`config.mk`:
```
export PLATFORM = sky130hd
export DESIGN_NAME = eprp_host
export DESIGN_NICKNAME = d
export VERILOG_FILES = /design/src/eprp_sync.v /design/src/eprp_host.v
export VERILOG_INCLUDE_DIRS = /design/src /design/src/common
export SDC_FILE = /design/constraint.sdc
export NUM_CORES = 1
export LEC_CHECK = 0
export ABC_AREA = 1
export ABC_CLOCK_PERIOD_IN_PS = 3000
export BUFFER_PORTS_ARGS = -buffer_cell sky130_fd_sc_hd__buf_4
export CORE_UTILIZATION = 50
export DETAILED_ROUTE_END_ITERATION = 7
export PLACE_DENSITY = 0.77
export SLEW_MARGIN = 0
export SYNTH_ARGS = -nofsm -noshare
export SYNTH_HDL_FRONTEND = slang
export SYNTH_SLANG_ARGS = --single-unit
export TNS_END_PERCENT = 5
```
`constraint.sdc`:
```
create_clock -name ref_clk -period 3 [get_ports ref_clk]
set_clock_uncertainty 0.15 [all_clocks]
set_input_delay 0.3 -clock ref_clk [delete_from_list [all_inputs] [get_ports ref_clk]]
set_output_delay 0.3 -clock ref_clk [all_outputs]
set_load 0.005 [all_outputs]
```
`src/common/eprp_map.vh`:
```
/*
 File holds the timing counts and widths used by the EPROM programmer controller.
 Assumes it is included by bare name from design files clocked at 200 MHz.
*/
`ifndef EPRP_MAP_VH
`define EPRP_MAP_VH

// ----------------------------------------------------------------
// Clock and widths
// ----------------------------------------------------------------
`define EPRP_CLK_MHZ        200
`define EPRP_ADDR_W         17
`define EPRP_DATA_W         8
`define EPRP_ERASED_BYTE    8'hff

// ----------------------------------------------------------------
// Times in their own units and derived cycle counts
// ----------------------------------------------------------------
`define EPRP_PULSE_NOM_US   100
`define EPRP_PULSE_MIN_US   95
`define EPRP_PULSE_MAX_US   105
`define EPRP_SETUP_US       2
`define EPRP_HOLD_US        2
`define EPRP_ACCESS_NS      150
`define EPRP_FLOAT_NS       150
`define EPRP_SYNC_CYC       3
`define EPRP_PULSE_CYC      (`EPRP_PULSE_NOM_US * `EPRP_CLK_MHZ)
`define EPRP_SETUP_CYC      (`EPRP_SETUP_US * `EPRP_CLK_MHZ)
`define EPRP_HOLD_CYC       (`EPRP_HOLD_US * `EPRP_CLK_MHZ)
`define EPRP_ACCESS_CYC     ((`EPRP_ACCESS_NS * `EPRP_CLK_MHZ + 999) / 1000)
`define EPRP_FLOAT_CYC      ((`EPRP_FLOAT_NS * `EPRP_CLK_MHZ + 999) / 1000)
`define EPRP_RETRY_MAX      25

// ----------------------------------------------------------------
// Command codes
// ----------------------------------------------------------------
`define EPRP_CMD_READ       1'b0
`define EPRP_CMD_WRITE      1'b1

`endif

```
`src/eprp_sync.v`:
```
/*
 File holds a three-stage input synchroniser with agreement filter per bit.
 Assumes inputs arrive from outside the ref_clk domain.
*/
`timescale 1ns/1ps

module eprp_sync #(
    parameter W = 8
) (
    input  wire         ref_clk, // System clock
    input  wire         rst,     // Asynchronous reset, active high
    input  wire [W-1:0] din,     // Raw pin levels
    output reg  [W-1:0] dout     // Filtered levels
);

    reg [W-1:0] s1;
    reg [W-1:0] s2;
    reg [W-1:0] s3;

    // ----------------------------------------------------------------
    // One agreement stage per bit
    // ----------------------------------------------------------------
    genvar i;
    generate
        for (i = 0; i < W; i = i + 1) begin : g_bit
            always @(posedge ref_clk or posedge rst) begin
                if (rst) begin
                    s1[i]   <= 1'b0;
                    s2[i]   <= 1'b0;
                    s3[i]   <= 1'b0;
                    dout[i] <= 1'b0;
                end else begin
                    s1[i] <= din[i];
                    s2[i] <= s1[i];
                    s3[i] <= s2[i];
                    if (s2[i] == s3[i]) begin
                        dout[i] <= s3[i];
                    end
                end
            end
        end
    endgenerate

endmodule // eprp_sync

```
`src/eprp_host.v`:
```
/*
 File holds the host-side controller that reads and programs a 128K x 8 EPROM
 through its pins: chip select, output gate, program strobe, supply switch,
 word select and byte lines.
 Assumes the supply switch is an external regulator and the byte lines resolve
 from the enable given here; the memory answers within the access time.
*/
// How it works
// - Raise program supply, select low to program
// - Present address and byte each write
// - Strobe pulse lasts 95 to 105 us
// - Never switch supply with select, strobe low
`timescale 1ns/1ps
`include "eprp_map.vh"

module eprp_host #(
    parameter AW        = `EPRP_ADDR_W,
    parameter DW        = `EPRP_DATA_W,
    parameter PULSE_CYC = `EPRP_PULSE_CYC,
    parameter SETUP_CYC = `EPRP_SETUP_CYC,
    parameter RETRY_MAX = `EPRP_RETRY_MAX
) (
    input  wire          ref_clk,            // System clock, 200 MHz
    input  wire          rst,                // Asynchronous reset, active high
    input  wire          req_valid,          // Request present
    output wire          req_ready,          // Controller idle, takes request
    input  wire          req_write,          // 1 program, 0 read
    input  wire [AW-1:0] req_addr,           // Word address
    input  wire [DW-1:0] req_data,           // Byte to program
    output reg           rsp_valid,          // One-cycle answer pulse
    output reg  [DW-1:0] rsp_data,           // Byte read or last verify byte
    output reg           rsp_fail,           // Program gave up: a one read back as zero, or retry limit
    output reg           chip_select_low,    // Chip select, active low
    output reg           output_gate_low,    // Output gate, active low
    output reg           program_strobe_low, // Program strobe, active low
    output reg           prog_supply_on,     // Program supply level requested
    output reg  [AW-1:0] word_select_lines,  // Address pins
    output reg  [DW-1:0] byte_lines_out,     // Byte lines drive value
    output reg           byte_lines_oe,      // Byte lines driven when high
    input  wire [DW-1:0] byte_lines_in       // Byte lines sampled value
);

    localparam CW = 16;
    localparam          ACC_I   = `EPRP_ACCESS_CYC + `EPRP_SYNC_CYC;
    localparam          FLT_I   = `EPRP_FLOAT_CYC;
    localparam [CW-1:0] ACC_CYC = ACC_I[CW-1:0];
    localparam [CW-1:0] FLT_CYC = FLT_I[CW-1:0];
    localparam [CW-1:0] PW_CYC  = PULSE_CYC[CW-1:0];
    localparam [CW-1:0] SU_CYC  = SETUP_CYC[CW-1:0];
    localparam [7:0]    RLIM    = RETRY_MAX[7:0];

    localparam [3:0] S_IDLE   = 4'h0;
    localparam [3:0] S_RD     = 4'h1;
    localparam [3:0] S_VUP    = 4'h2;
    localparam [3:0] S_PSET   = 4'h3;
    localparam [3:0] S_PULSE  = 4'h4;
    localparam [3:0] S_PHOLD  = 4'h5;
    localparam [3:0] S_FLOAT  = 4'h6;
    localparam [3:0] S_VFY    = 4'h7;
    localparam [3:0] S_VDOWN  = 4'h8;
    localparam [3:0] S_DONE   = 4'h9;

    reg  [3:0]    state;
    reg  [CW-1:0] cnt;
    reg  [7:0]    tries;
    reg  [DW-1:0] want;
    reg           fail;
    wire [DW-1:0] rd_byte;

    assign req_ready = (state == S_IDLE);

    // ----------------------------------------------------------------
    // Byte line input synchroniser
    // ----------------------------------------------------------------
    eprp_sync #(
        .W (DW)
    ) u_sync (
        .ref_clk (ref_clk),
        .rst     (rst),
        .din     (byte_lines_in),
        .dout    (rd_byte)
    );

    // ----------------------------------------------------------------
    // Sequencer
    // ----------------------------------------------------------------
    always @(posedge ref_clk or posedge rst) begin
        if (rst) begin
            state              <= S_IDLE;
            cnt                <= 16'h0000;
            tries              <= 8'h00;
            want               <= `EPRP_ERASED_BYTE;
            fail               <= 1'b0;
            rsp_valid          <= 1'b0;
            rsp_data           <= `EPRP_ERASED_BYTE;
            rsp_fail           <= 1'b0;
            chip_select_low    <= 1'b1;
            output_gate_low    <= 1'b1;
            program_strobe_low <= 1'b1;
            prog_supply_on     <= 1'b0;
            word_select_lines  <= {AW{1'b0}};
            byte_lines_out     <= `EPRP_ERASED_BYTE;
            byte_lines_oe      <= 1'b0;
        end else begin
            rsp_valid <= 1'b0;
            case (state)
            S_IDLE: begin
                cnt <= 16'h0000;
                if (req_valid) begin
                    word_select_lines <= req_addr;
                    tries             <= 8'h00;
                    fail              <= 1'b0;
                    if (req_write == `EPRP_CMD_WRITE) begin
                        want  <= req_data;
                        state <= S_VUP;
                    end else begin
                        chip_select_low <= 1'b0;
                        output_gate_low <= 1'b0;
                        byte_lines_oe   <= 1'b0;
                        state           <= S_RD;
                    end
                end
            end
            S_RD: begin
                cnt <= cnt + 16'h0001;
                if (cnt == ACC_CYC) begin
                    rsp_data        <= rd_byte;
                    chip_select_low <= 1'b1;
                    output_gate_low <= 1'b1;
                    cnt             <= 16'h0000;
                    state           <= S_FLOAT;
                end
            end
            S_VUP: begin
                // Supply rises only while deselected
                prog_supply_on <= 1'b1;
                cnt            <= cnt + 16'h0001;
                if (cnt == SU_CYC) begin
                    chip_select_low <= 1'b0;
                    output_gate_low <= 1'b1;
                    byte_lines_out  <= want;
                    byte_lines_oe   <= 1'b1;
                    cnt             <= 16'h0000;
                    state           <= S_PSET;
                end
            end
            S_PSET: begin
                cnt <= cnt + 16'h0001;
                if (cnt == SU_CYC) begin
                    program_strobe_low <= 1'b0;
                    cnt                <= 16'h0000;
                    state              <= S_PULSE;
                end
            end
            S_PULSE: begin
                cnt <= cnt + 16'h0001;
                if (cnt == PW_CYC - 16'h0001) begin
                    program_strobe_low <= 1'b1;
                    tries              <= tries + 8'h01;
                    cnt                <= 16'h0000;
                    state              <= S_PHOLD;
                end
            end
            S_PHOLD: begin
                cnt <= cnt + 16'h0001;
                if (cnt == SU_CYC) begin
                    byte_lines_oe   <= 1'b0;
                    output_gate_low <= 1'b0;
                    cnt             <= 16'h0000;
                    state           <= S_VFY;
                end
            end
            S_VFY: begin
                cnt <= cnt + 16'h0001;
                if (cnt == ACC_CYC) begin
                    rsp_data        <= rd_byte;
                    output_gate_low <= 1'b1;
                    cnt             <= 16'h0000;
                    // A zero cannot become one again, so give up at once
                    if ((rd_byte & want) != want) begin
                        fail  <= 1'b1;
                        state <= S_VDOWN;
                    end else if (rd_byte == want) begin
                        state <= S_VDOWN;
                    end else if (tries >= RLIM) begin
                        fail  <= 1'b1;
                        state <= S_VDOWN;
                    end else begin
                        state <= S_FLOAT;
                    end
                end
            end
            S_FLOAT: begin
                // Byte lines released, wait for the memory to float
                cnt <= cnt + 16'h0001;
                if (cnt == FLT_CYC) begin
                    cnt <= 16'h0000;
                    if (prog_supply_on) begin
                        byte_lines_out <= want;
                        byte_lines_oe  <= 1'b1;
                        state          <= S_PSET;
                    end else begin
                        state <= S_DONE;
                    end
                end
            end
            S_VDOWN: begin
                // Deselect first, then drop supply: inhibit mode
                chip_select_low <= 1'b1;
                cnt             <= cnt + 16'h0001;
                if (cnt == SU_CYC) begin
                    prog_supply_on <= 1'b0;
                    cnt            <= 16'h0000;
                    state          <= S_DONE;
                end
            end
            S_DONE: begin
                rsp_valid <= 1'b1;
                rsp_fail  <= fail;
                state     <= S_IDLE;
            end
            default: begin
                state <= S_IDLE;
            end
            endcase
        end
    end

endmodule // eprp_host

```
; ---- Word level (Yosys, flattened, before mapping)
; Cells that the tools add are included.
[word_totals]
elab_cells = 159
inputBits = 37
output_inout_bits = 41
register_bits = 109
[classes]
n_lt_le_gt_ge = 1
reduce_logical = 24
eq_ne = 37
n_bitwise = 1
mux = 47
add_sub_neg = 2
[op_table]
columns = cell, count
row1 = one-hot mux 16 bit (5 select lines), 1
row2 = two-way mux 16 bit, 4
row3 = two-way mux 4 bit, 13
row4 = two-way mux 8 bit, 5
row5 = one-hot mux 4 bit (9 select lines), 1
row6 = one-hot mux 8 bit (2 select lines), 2
row7 = "inequality test 2 bit, second input constant", 11
row8 = "adder 16 x 1 -> 16 bit, second input constant", 1
row9 = "equality test 16 x 15 -> 1 bit, second input constant", 1
row10 = "equality test 16 x 5 -> 1 bit, second input constant", 1
row11 = "equality test 16 x 6 -> 1 bit, second input constant", 1
row12 = "equality test 16 x 9 -> 1 bit, second input constant", 1
row13 = "equality test 4 x 3 -> 1 bit, second input constant", 4
row14 = two-way mux 1 bit, 14
row15 = one-hot mux 1 bit (4 select lines), 3
row16 = nonzero test 4 bit, 3
row17 = AND reduction 5 bit, 2
row18 = nonzero test 2 bit, 5
row19 = AND reduction 3 bit, 3
row20 = AND reduction 9 bit, 1
row21 = "adder 8 x 1 -> 8 bit, second input constant", 1
row22 = bitwise AND 8 bit, 1
row23 = equality test 1 bit, 8
row24 = "equality test 4 x 2 -> 1 bit, second input constant", 2
row25 = 17 further kinds, 23

; ---- Longest topological paths before layout
; Gate-level depths: netlist of run 1.
[logic_depth]
depth_word = 6
mapped_depth = 12
ltp_nobuf = 12

; ---- Hierarchy
; Synthesis of run 1 repeated with hierarchy kept, for this count alone.
[hier_totals]
hier_cells = 594
area_unflattened_um2 = 5147.4
[modules_own_cells]
columns = module, cells_each, area_per_inst_um2, seq_area_each_um2, n_inst
row1 = eprp_host, 529, 4212.8, 1960.6, 1
row2 = eprp_sync, 65, 934.6, 800.8, 1

; ---- Worst setup path before layout of run 1
; Ideal clock, no wire load.
[synth_timing]
path_kind = register to register
start = register cnt[1]
end = register state[2]
stages_incl_launch_ff = 11
setup_ps = 117
arrival_ps = 1432
n_path_buf = 0
period_less_slack_ps = 1699
required_time_ps = 2733
path_slack_ps = 1301
cell_sequence = dfrtp_1 -> ha_1 -> nand3_1 -> nor2_1 -> nand2_1 -> nand2_1 -> inv_1 -> nor2_1 -> nand2_1 -> nand2_1 -> nand2_1
[synth_via]
elab_chain_cells = 3
elab_cells_between_ends = 13
cone_classes = eq/ne (12) / reduce/logical (1)
[synth_lines]
columns = item, line_no
row1 = "start, declared", eprp_host.v:64  ; reg [CW-1:0] cnt;
row2 = "start signal, assigned", eprp_host.v:125  ; cnt <= cnt + 16'h0001;
row3 = "start signal, assigned", eprp_host.v:137  ; cnt <= cnt + 16'h0001;
row4 = "start signal, assigned", eprp_host.v:148  ; cnt <= cnt + 16'h0001;
row5 = "equality test 16 x 6 -> 1 bit, or another cell as far along", "eprp_host.v:126, eprp_host.v:175"
row6 = inequality test 2 bit (no line), --
row7 = AND reduction 9 bit (no line) (*), --
row8 = "end signal, assigned", eprp_host.v:131  ; state <= S_FLOAT;
row9 = "end signal, assigned", eprp_host.v:182  ; state <= S_VDOWN;
row10 = "end signal, assigned", eprp_host.v:184  ; state <= S_VDOWN;
row11 = "end, declared", eprp_host.v:63  ; reg [3:0] state;
; Mark *: on every way between the ends. The rest lies on a longest branch, timed or not.
; A chain may end at the register's enable or synchronous reset.

; ---- Worst setup path in the final report of run 1
[layout_timing]
start = register state[3]
end = register tries[7]
[layout_via]
elab_chain_cells = 3
elab_cells_between_ends = 7
cone_classes = eq/ne (3) / mux (1) / reduce/logical (3)
[layout_lines]
columns = item, line_no
row1 = "start signal, assigned", eprp_host.v:89  ; state <= S_IDLE;
row2 = "start signal, assigned", eprp_host.v:115  ; state <= S_VUP;
row3 = "start signal, assigned", eprp_host.v:120  ; state <= S_RD;
row4 = equality test 4 x 3 -> 1 bit / zero test 4 bit (equally long branches), eprp_host.v:106  ; case (state)
row5 = inequality test 2 bit (no line) / nonzero test 2 bit (equally long branches), --
row6 = AND reduction 3 bit (no line), --
row7 = "end signal, assigned", eprp_host.v:159  ; tries <= tries + 8'h01;
row8 = "end, declared", eprp_host.v:65  ; reg [7:0] tries;
; Several ways; a longest one is shown, not always the timed one.

==> impl_metrics.csv, run 1 <==
group,metric,value,unit
clock_tree,cts_tree,"yes",
clock_tree,cts_sinks,109,
timing,worst_slew_pin_slew,0.697,ns
floorplan,die_area,11700,sq um
synthesis,synth_ff_type,"dfrtp_1",
timing,relSlewSlack,0.534,
global_route,grt_pass1_vias,4606,
synthesis,ys_seq_area_frac,0.490,
floorplan,die_w,108,um
synthesis,synth.avg_cell_area,8.33,sq um
layout,layout.nets,824,
route,dr.pass1.iters,5,
floorplan,rows,38,
route,routed_via_density,5.15,
synthesis,yosysWarnings,0,
pwr,pwr-share-seq,0.524,
placement,placed_cells,880,
floorplan,num_io_pins,78,
status,status,"completed",
setup_path,worst-path-buf-inv,4,
synthesis,ys_seq_elements,109,
global_route,antenna_found_initial,0,
floorplan,coreArea,10900,sq um
setup_path,endpoint,"tries[7]",
timing,grt_setup_unrepaired,"no",
pwr,clkPwrFrac,0.419,
route,drcViolationCount,0,
setup_path,cp-startpoint,"state[3]",
placement,io_buffers,77,
layout,n_antenna_cell,0,
pwr,p_sw,731,uW
pwr,swShare,0.249,
layout,syn2layout_area_growth,21.1,%
global_route,gr-total-overflow,0,
hold_path,hold_class,"in2reg",
pwr,vdd_drop_max,0.319,mV
timing,hold_violations,0,
synthesis,async_reset_ff_frac,1.00,
layout,final_layout_size_suffix_gt1_frac,0.228,
pwr,p_int,2.21,mW
setup_path,path_common_cell,"inv_2",
pwr,leakage,3.46,nW
setup_path,path_delay_family,"buffers and inverters",
clock_tree,post_cts_resized,0,
setup_path,reg2reg_from,"state[3]",
timing,tns,0,ns
setup_path,slowest_delay,0.47,ns
setup_path,rrSetupSlack,0.80,ns
placement,place_hpwl,9030,um
setup_path,cp_num_cells,10,
setup_path,critPathRequiredTime,3.09,ns
job,max_cap_viol_count,0,
setup_path,r2r-end,"tries[7]",
floorplan,fp.dieH,108,um
setup_path,critical_path_class,"reg2reg",
route,ant_nets,0,
setup_path,critPathLaunchType,"register",
layout,stdcell_count,917,
clock_tree,ctsRootBufferMaster,"clkbuf_16",
layout,fill_cells,915,
timing,slew_viol_final,0,
timing,period_minus_slack,2.20,ns
pwr,power_density,431,nW/um^2
timing,final-setup-viol-count,0,
placement,gp_congestion,0.890,
clock_tree,clock_path_buffers,2,
synthesis,syn-instance-count,677,
placement,place_ws,0.818,ns
clock_tree,clk_latency,0.36,ns
global_route,globalRouteTotalUtil,0.236,
timing,fin_ws,0.803,ns
synthesis,synthesis.area,5640,sq um
pwr,p_comb_frac,0.058,
setup_path,cp_max_fo,21,
clock_tree,htree_levels,3,
route,totalWireLength,12900,um
synthesis,syn_nets,729,
setup_path,end_kind,"register",
route,vias,4727,
floorplan,start_util,0.516,
setup_path,worstPathArrival,2.29,ns
setup_path,rr_worst_depth,10,
clock_tree,cts-buffers-inserted,9,
route,wl_per_cell,14.1,um
synthesis,yosysUniqueCellTypes,31,
route,drt_iter0_drc,300,
timing,period_share,0.732,
setup_path,slowest_stage,"dfrtp_1",
global_route,grt_first_pass_wirelength,21300,um
clock_tree,clkSlewWorstSetupHoldPaths,0.08,ns
setup_path,crit_path_cell_trace,"inv_2, nand2_4, inv_2, nand2_2, inv_2, nand3_2, nand2_1, inv_1, nand2_1, o21ai_1",
global_route,grt_max_degree,79,
timing,fmax,0.455,GHz
synthesis,synth_edf_count,0,
==> cell families after synthesis <==
| kind of cell | after synthesis | synth area share |
|---|---|---|
| DFF | 109 | 0.490 |
| and+or+nand+nor | 386 | 0.309 |
| AOI/OAI and AO/OA | 63 | 0.0712 |
| xor gates and xnor gates | 9 | 0.0140 |
| adders and majority gates | 23 | 0.0475 |
| buffers and inverters | 87 | 0.0688 |
==> cell type report <==
type | instances | area (sq um) | area share
multi-input cells | 481 | 2490 | 0.365
repair buffers | 101 | 823 | 0.121
flip-flops and latches | 109 | 2760 | 0.405
well taps | 140 | 175 | 0.0257
clock buffers | 9 | 225 | 0.0330
clock inverters | 7 | 86.3 | 0.0126
inverters | 70 | 267 | 0.0390
==> through the flow <==
stage               area [sq um]  utilization  hold WS [ns]  power [mW]
floorplan                   5640            -         0.181        1.63
global placement            6300        0.577         0.183        1.71
detailed placement          6300        0.577         0.186        1.72
CTS                         6830        0.624       0.00282        2.96
global route                6830        0.624       0.00572        3.04
finish                      6830        0.624       0.00290        2.94
==> per-layer routing <==
| metal | up-vias | track usage | share of wire |
|---|---|---|---|
| li1 | 2342 | - | - |
| met1 | 2232 | 0.310 | 0.44 |
| met2 | 140 | 0.389 | 0.49 |
| met3 | 13 | 0.0482 | 0.061 |
| met4 | 0 | 0.0802 | 0.013 |
| met5 | - | 0 | 0 |
==> power groups by stage <==
stage,logic (mW),clock network (mW),registers [mW]
6_report,0.170,1.23,1.54
5_1_grt,0.191,1.30,1.55
4_1_cts,0.172,1.25,1.54
3_5_place_dp,0.150,0,1.57
3_3_place_gp,0.143,0,1.56
2_1_floorplan,0.0683,0,1.56
==> Yosys cell counts (5+ instances only) <==
cell type | n | area [sq um]
nand2_2 | 11 | 68.8
nand3_1 | 47 | 235
dfstp_2 | 27 | 709
o21ai_1 | 7 | 35.0
nand2_1 | 216 | 811
inv_2 | 8 | 30.0
nor2_1 | 64 | 240
o21a_1 | 8 | 60.1
nand2_4 | 5 | 56.3
a21oi_1 | 15 | 75.1
o21ai_0 | 12 | 60.1
xor2_1 | 9 | 78.8
o211ai_1 | 9 | 67.6
nor2_4 | 8 | 90.1
nor2_2 | 8 | 50.1
buf_6 | 6 | 67.6
dfrtp_1 | 82 | 2050
maj3_1 | 8 | 80.1
nand4_1 | 17 | 106
o21ai_2 | 8 | 70.1
nor3_1 | 5 | 25.0
inv_1 | 62 | 233
ha_1 | 15 | 188
buf_2 | 7 | 35.0
==> repair_timing <==
action	CTS	global route
hold buffers	21	0
setup buffers	0	0
hold endpoints to repair	32	0
==> state kept, by name (all words and copies together) (netlist names), 4 cells and up <==
name and flops:
u_sync.s1 8, rsp_data 8, tries 8, cnt 16, word_select_lines 17, byte_lines_out 8, u_sync.s2 8, state 4
u_sync.s3 8, u_sync.dout 8, want 8
==> tightest hold or removal path, delay by kind of cell <==
family | cells | cell delay, ns
and+or+nand+nor | 2 | 0.10
buffers and inverters | 1 | 0.07
==> cells in the final DEF, fill, tap and decap left out, drive strengths merged <==
cell type / count
o211ai: 9
maj3: 8
clkinv: 3
dfstp: 27
ha: 15
clkinvlp: 1
a21oi: 15
o21ai: 27
or2: 1
nand4: 18
nand2: 232
clkbuf: 9
nand3: 50
inv: 73
nor2: 80
dlygate4sd3: 21
o2111ai: 3
o21bai: 1
xor2: 9
buf: 80
o21a: 8
dfrtp: 82
nor3: 5
==> worst min path at each step <==
stage | from | endpoint | cells after the start
floorplan | u_sync.s1[0] | u_sync.s2[0] | 0
global placement | u_sync.s1[7] | u_sync.s2[7] | 0
detailed placement | u_sync.s1[4] | u_sync.s2[4] | 0
CTS | req_addr[15] | word_select_lines[15] | 3
global route | req_addr[15] | word_select_lines[15] | 3
finish | req_addr[15] | word_select_lines[15] | 3
Power figures use the tool's default switching activity.
==> run 2, diff against run 1 <==
--- a/config.mk
+++ b/config.mk
@@ -7,7 +7,7 @@
 export NUM_CORES = 1
 export LEC_CHECK = 0
 export ABC_AREA = 1
-export ABC_CLOCK_PERIOD_IN_PS = 3000
+export ABC_CLOCK_PERIOD_IN_PS = 2000
 export BUFFER_PORTS_ARGS = -buffer_cell sky130_fd_sc_hd__buf_4
 export CORE_UTILIZATION = 50
 export DETAILED_ROUTE_END_ITERATION = 7
==> constraint.sdc (replaced) <==
create_clock -name ref_clk -period 2 [get_ports ref_clk]
set_clock_uncertainty 0.15 [all_clocks]
set_input_delay 0.2 -clock ref_clk [delete_from_list [all_inputs] [get_ports ref_clk]]
set_output_delay 0.2 -clock ref_clk [all_outputs]
set_load 0.005 [all_outputs]
==> run 2 against run 1 <==
Net effect: core utilization rose by 2.8 points; clock-buffer cell count is the same; routed wire length up 8.6%; worst setup slack worse by 0.72 ns; clock power up 56%; die area unchanged; sequential share of layout area is 1.7 points lower; first-iteration DRC count increased by 3.0%; register-to-register slack worse by 0.72 ns; sequential power is 50% higher; flip-flop and latch count is the same; critical path type unchanged; largest power group unchanged.
==> impl_metrics.csv, run 2 (synthesis gave the netlist of run 1 again) <==
group,metric,value,unit
pwr,leakage,3.61,nW
route,drcViolationCount,0,
global_route,grt_max_degree,110,
route,totalWireLength,14000,um
global_route,antenna_found_initial,0,
floorplan,die_w,108,um
clock_tree,cts_sinks,109,
setup_path,slowest_stage,"dfrtp_2",
layout,n_antenna_cell,0,
setup_path,reg2reg_from,"state[3]",
timing,relSlewSlack,0.620,
placement,gp_congestion,0.916,
layout,fill_cells,886,
job,max_cap_viol_count,0,
setup_path,critical_path_class,"reg2reg",
setup_path,cp-startpoint,"state[3]",
timing,slew_viol_final,0,
route,drt_iter0_drc,309,
global_route,grt_pass1_vias,4815,
timing,tns,0,ns
layout,largest_register_ffs,17,
floorplan,start_util,0.516,
layout,stdcell_count,948,
pwr,vdd_drop_max,0.504,mV
route,routed_via_density,5.25,
setup_path,critPathRequiredTime,2.13,ns
clock_tree,clkSlewWorstSetupHoldPaths,0.08,ns
clock_tree,clk_latency,0.36,ns
placement,io_buffers,77,
setup_path,slowest_delay,0.48,ns
floorplan,die_area,11700,sq um
timing,worst_slew_pin_slew,0.570,ns
setup_path,critPathLaunchType,"register",
timing,fmax,0.520,GHz
layout,seqCellArea,2770,sq um
setup_path,cp_max_fo,19,
layout,reg_top3,"word_select_lines: 17 flops, cnt: 16 flops",
layout,mostFrequentLayoutCell,"nand2_1",
clock_tree,cts_tree,"yes",
clock_tree,post_cts.repair.setup_buffers,0,
floorplan,num_io_pins,78,
setup_path,worstPathArrival,2.05,ns
floorplan,coreArea,10900,sq um
pwr,power_density,632,nW/um^2
timing,hold_violations,0,
layout,top_register,"word_select_lines",
route,wl_per_cell,14.8,um
route,dr.pass1.iters,5,
setup_path,end_kind,"register",
placement,place_hpwl,9510,um
floorplan,fp.dieH,108,um
status,status,"completed",
hold_path,hold_class,"in2reg",
layout,multiInputGateArea,2510,sq um
layout,layout_common_cells,"nand2_1, buf_4, dfrtp_1",
global_route,gr-total-overflow,0,
route,ant_nets,0,
setup_path,crit_path_cell_trace,"nor2_4, nand2_2, nor2_2, buf_4, nand2_4, nor2_1, a21oi_1",
clock_tree,cts-buffers-inserted,9,
hold_path,hold_start,"req_write",
floorplan,rows,38,
layout,syn2layout_area_growth,26.5,%
timing,period_share,0.961,
clock_tree,clock_path_buffers,2,
timing,final-setup-viol-count,0,
global_route,globalRouteTotalUtil,0.256,
timing,period_minus_slack,1.92,ns
clock_tree,htree_levels,3,
global_route,grt_first_pass_wirelength,23000,um
route,vias,4977,
layout,layout.nets,855,
timing,grt_setup_unrepaired,"yes",
layout,final_layout_size_suffix_gt1_frac,0.255,
placement,placed_cells,898,
clock_tree,ctsRootBufferMaster,"clkbuf_16",
[run 2: cell types whose count changed in the layout (fill, tap and decap cells not counted), moves of 2 or more]
cell / change
buf_4: +18
dlygate4sd3_1: +13
dfrtp_1: -4
dfrtp_2: +4
nand2_1: -4
nand2_2: +4
nor2_1: -2
[run 2: power by group]
part / internal (mW) / total, mW / leakage (nW) / switching [mW]
Clock: 1.02 / 1.92 / 0.158 / 0.905
Combinational: 0.151 / 0.277 / 2.15 / 0.126
Sequential: 2.27 / 2.31 / 1.30 / 0.0374
Total: 3.44 / 4.51 / 3.61 / 1.07
[run 2: per-stage QoR]
step / setup slack (ns) / area [sq um] / hold WS [ns] / utilization / power (mW)
final: 0.0781 / 7130 / 0.0893 / 0.652 / 4.51
after global placement: 0.137 / 6440 / 0.159 / 0.589 / 2.56
after detailed placement: 0.0691 / 6440 / 0.160 / 0.589 / 2.57
after floorplan: 0.301 / 5640 / 0.0814 / - / 2.44
after CTS: 0.0478 / 7110 / 0.0719 / 0.650 / 4.55
after global routing: -0.0205 / 7130 / 0.113 / 0.652 / 4.68
[run 2: repair_timing]
action / CTS / global route
gates resized for setup: 0 / 12
endpoints found under the hold margin: 115 / 0
hold buffers: 34 / 0
setup endpoints to repair: 0 / 35
[run 2: cell type report]
class	instances	area share
Sequential cell	109	0.388
Multi-Input combinational cell	481	0.352
Clock inverter	7	0.0140
Inverter	70	0.0374
Timing Repair Buffer	132	0.153
Clock buffer	9	0.0316
Tap cell	140	0.0246
[run 2: critical path, delay by kind of cell (launching register included)]
| family | cells | cell delay [ns] |
|---|---|---|
| AOI/OAI and AO/OA | 1 | 0.08 |
| DFF | 1 | 0.48 |
| buffers and inverters | 1 | 0.26 |
| and+or+nand+nor | 5 | 0.85 |
[run 2: per-layer routing]
metal	track usage	up-vias	wire length [um]
li1	-	2421	-
met1	0.336	2364	6140
met2	0.418	173	6810
met3	0.0464	19	821
met4	0.106	0	267
met5	0	-	0
[run 2: final timing paths]
path / end / slack, ns / cells after the start
setup / recovery: want[0] / 0.08 / 7
hold / removal: state[0] / 0.09 / 4
setup reg to reg: want[0] / 0.08 / 7
hold reg to reg: u_sync.s2[6] / 0.20 / 0
max in group asynchronous: state[2] / 0.80 / 4
min in group asynchronous: u_sync.s1[6] / 0.44 / 4
==> run 3, diff against run 2 <==
--- a/config.mk
+++ b/config.mk
@@ -7,11 +7,11 @@
 export NUM_CORES = 1
 export LEC_CHECK = 0
 export ABC_AREA = 1
-export ABC_CLOCK_PERIOD_IN_PS = 2000
+export ABC_CLOCK_PERIOD_IN_PS = 2450
 export BUFFER_PORTS_ARGS = -buffer_cell sky130_fd_sc_hd__buf_4
 export CORE_UTILIZATION = 50
 export DETAILED_ROUTE_END_ITERATION = 7
-export PLACE_DENSITY = 0.77
+export PLACE_DENSITY = 0.74
 export SLEW_MARGIN = 0
 export SYNTH_ARGS = -nofsm -noshare
 export SYNTH_HDL_FRONTEND = slang
==> constraint.sdc (replaced) <==
create_clock -name ref_clk -period 2.45 [get_ports ref_clk]
set_clock_uncertainty 0.15 [all_clocks]
set_input_delay 0.245 -clock ref_clk [delete_from_list [all_inputs] [get_ports ref_clk]]
set_output_delay 0.245 -clock ref_clk [all_outputs]
set_load 0.005 [all_outputs]
==> run 3 against run 2 <==
Net effect: clock power decreased by 20%; first-iteration DRC count is 13% higher; core utilization fell by 1.2 points; combinational power down 17%; largest cell class unchanged; routed wire length is 4.9% lower; total power decreased by 19%; register-to-register slack improved by 0.27 ns; critical path depth up 3; sequential power is 18% lower; flip-flop and latch count unchanged.
==> impl_metrics.csv, run 3 (synthesis gave the netlist of run 1 again) <==
group,metric,value,unit
route,drcViolationCount,0,
job,max_cap_viol_count,0,
pwr,swShare,0.233,
pwr,p_int,2.80,mW
pwr,vdd_drop_max,0.525,mV
layout,multiInputGateArea,2490,sq um
timing,slew_viol_final,0,
pwr,pwr-share-seq,0.516,
global_route,globalRouteTotalUtil,0.250,
floorplan,die_w,108,um
clock_tree,htree_levels,3,
clock_tree,cts_tree,"yes",
pwr,p_sw,853,uW
setup_path,critPathLaunchType,"register",
setup_path,worstPathArrival,2.20,ns
clock_tree,ctsRootBufferMaster,"clkbuf_16",
clock_tree,post_cts_resized,0,
setup_path,reg2reg_from,"state[3]",
floorplan,coreArea,10900,sq um
status,status,"completed",
timing,period_minus_slack,2.11,ns
clock_tree,clock_path_buffers,2,
setup_path,crit_path_cell_trace,"inv_2, nand2_4, inv_2, nand2_2, inv_2, nand3_2, nand2_1, inv_1, nand2_1, o21ai_1",
route,totalWireLength,13300,um
pwr,p_comb_frac,0.063,
layout,layout_common_cells,"nand2_1, dfrtp_1, buf_4",
layout,syn2layout_area_growth,24.2,%
route,vias,4821,
global_route,gr-total-overflow,0,
timing,hold_violations,0,
global_route,grt_first_pass_wirelength,22300,um
timing,tns,0,ns
hold_path,hold_class,"in2reg",
layout,seqCellArea,2760,sq um
layout,largest_register_ffs,17,
placement,io_buffers,77,
placement,gp_congestion,0.882,
timing,final-setup-viol-count,0,
route,wl_per_cell,14.3,um
setup_path,slowest_delay,0.49,ns
layout,final_layout_size_suffix_gt1_frac,0.228,
floorplan,rows,38,
floorplan,num_io_pins,78,
layout,top_register,"word_select_lines",
setup_path,critPathRequiredTime,2.55,ns
layout,mostFrequentLayoutCell,"nand2_1",
layout,reg_top3,"word_select_lines: 17 flops, cnt: 16 flops",
setup_path,path_common_cell,"inv_2",
timing,fmax,0.475,GHz
route,dr.pass1.iters,8,
pwr,power_density,522,nW/um^2
timing,worst_slew_pin_slew,0.609,ns
clock_tree,clkSlewWorstSetupHoldPaths,0.08,ns
setup_path,endpoint,"tries[7]",
layout,n_antenna_cell,0,
pwr,leakage,3.54,nW
setup_path,rrSetupSlack,0.34,ns
setup_path,end_kind,"register",
floorplan,start_util,0.516,
setup_path,rr_worst_depth,10,
clock_tree,clk_latency,0.36,ns
layout,fill_cells,906,
pwr,clkPwrFrac,0.421,
layout,final_util,0.641,
setup_path,cp_max_fo,11,
route,ant_nets,0,
setup_path,slowest_stage,"dfrtp_1",
global_route,grt_max_degree,37,
setup_path,cp-startpoint,"state[3]",
timing,period_share,0.860,
clock_tree,cts-buffers-inserted,9,
global_route,antenna_found_initial,0,
global_route,grt_pass1_vias,4795,
route,routed_via_density,5.16,
timing,relSlewSlack,0.593,
hold_path,hold_start,"req_write",
floorplan,fp.dieH,108,um
setup_path,r2r-end,"tries[7]",
layout,layout.nets,841,
floorplan,die_area,11700,sq um
timing,grt_setup_unrepaired,"no",
placement,place_hpwl,9150,um
setup_path,critical_path_class,"reg2reg",
route,drt_iter0_drc,348,
clock_tree,cts_sinks,109,
## run 3: cell count changes in the layout (fill, tap and decap cells not counted), moves of 2 or more
cell | previous run | this run
nand2_1 | 212 | 216
dfrtp_1 | 78 | 82
nor2_1 | 62 | 64
dfrtp_2 | 4 | 0
inv_6 | 3 | 1
buf_4 | 97 | 82
nand2_2 | 15 | 11
## run 3: layout make-up
type | count | share of cell area
Multi-Input combinational cell | 481 | 0.355
Tap cell | 140 | 0.0250
Clock inverter | 7 | 0.0130
Timing Repair Buffer | 118 | 0.142
Inverter | 70 | 0.0380
Sequential cell | 109 | 0.394
Clock buffer | 9 | 0.0322
## run 3: power groups by stage
stage          Sequential [mW]  Combinational [mW]  Clock (mW)
6_report                  1.89               0.231        1.54
5_1_grt                   1.89               0.260        1.65
4_1_cts                   1.88               0.232        1.59
3_5_place_dp              1.92               0.188           0
3_3_place_gp              1.92               0.182           0
2_1_floorplan             1.91              0.0836           0
## run 3: worst min path at each step
stage | cells past startpoint | end | slack (ns)
6_report | 3 | want[0] | 0.14
5_1_grt | 3 | want[0] | 0.15
4_1_cts | 3 | want[7] | 0.13
3_5_place_dp | 0 | u_sync.s2[3] | 0.19
3_3_place_gp | 0 | u_sync.s2[4] | 0.18
2_1_floorplan | 0 | u_sync.s1[0] | 0.13
## run 3: stage by stage
stage	setup slack, ns	total power, mW	cells	instance area (sq um)	hold WS, ns
3_3_place_gp	0.413	2.10	884	6350	0.182
5_1_grt	0.0921	3.80	934	7000	0.148
4_1_cts	0.341	3.70	934	7000	0.126
2_1_floorplan	0.751	2.00	677	5640	0.126
3_5_place_dp	0.383	2.10	884	6350	0.186
6_report	0.343	3.66	934	7000	0.142
## run 3: repair_timing
action | in CTS | in global routing
hold buffers | 34 | 0
buffers inserted | 0 | 0
endpoints found under the hold margin | 57 | 0
## run 3: routing by layer
metal  up-vias  GRT usage  part of all wire
li1       2380          -                 -
met1      2237      0.322              0.44
met2       175      0.404              0.48
met3        29     0.0597             0.060
met4         0      0.107             0.028
met5         -          0                 0
## run 3: worst max-delay path: cells and delay by family (launching register included)
kind            cells  cell delay, ns
buf+inv             4            0.60
compound gates      1            0.06
flops               1            0.49
simple gates        5            0.68
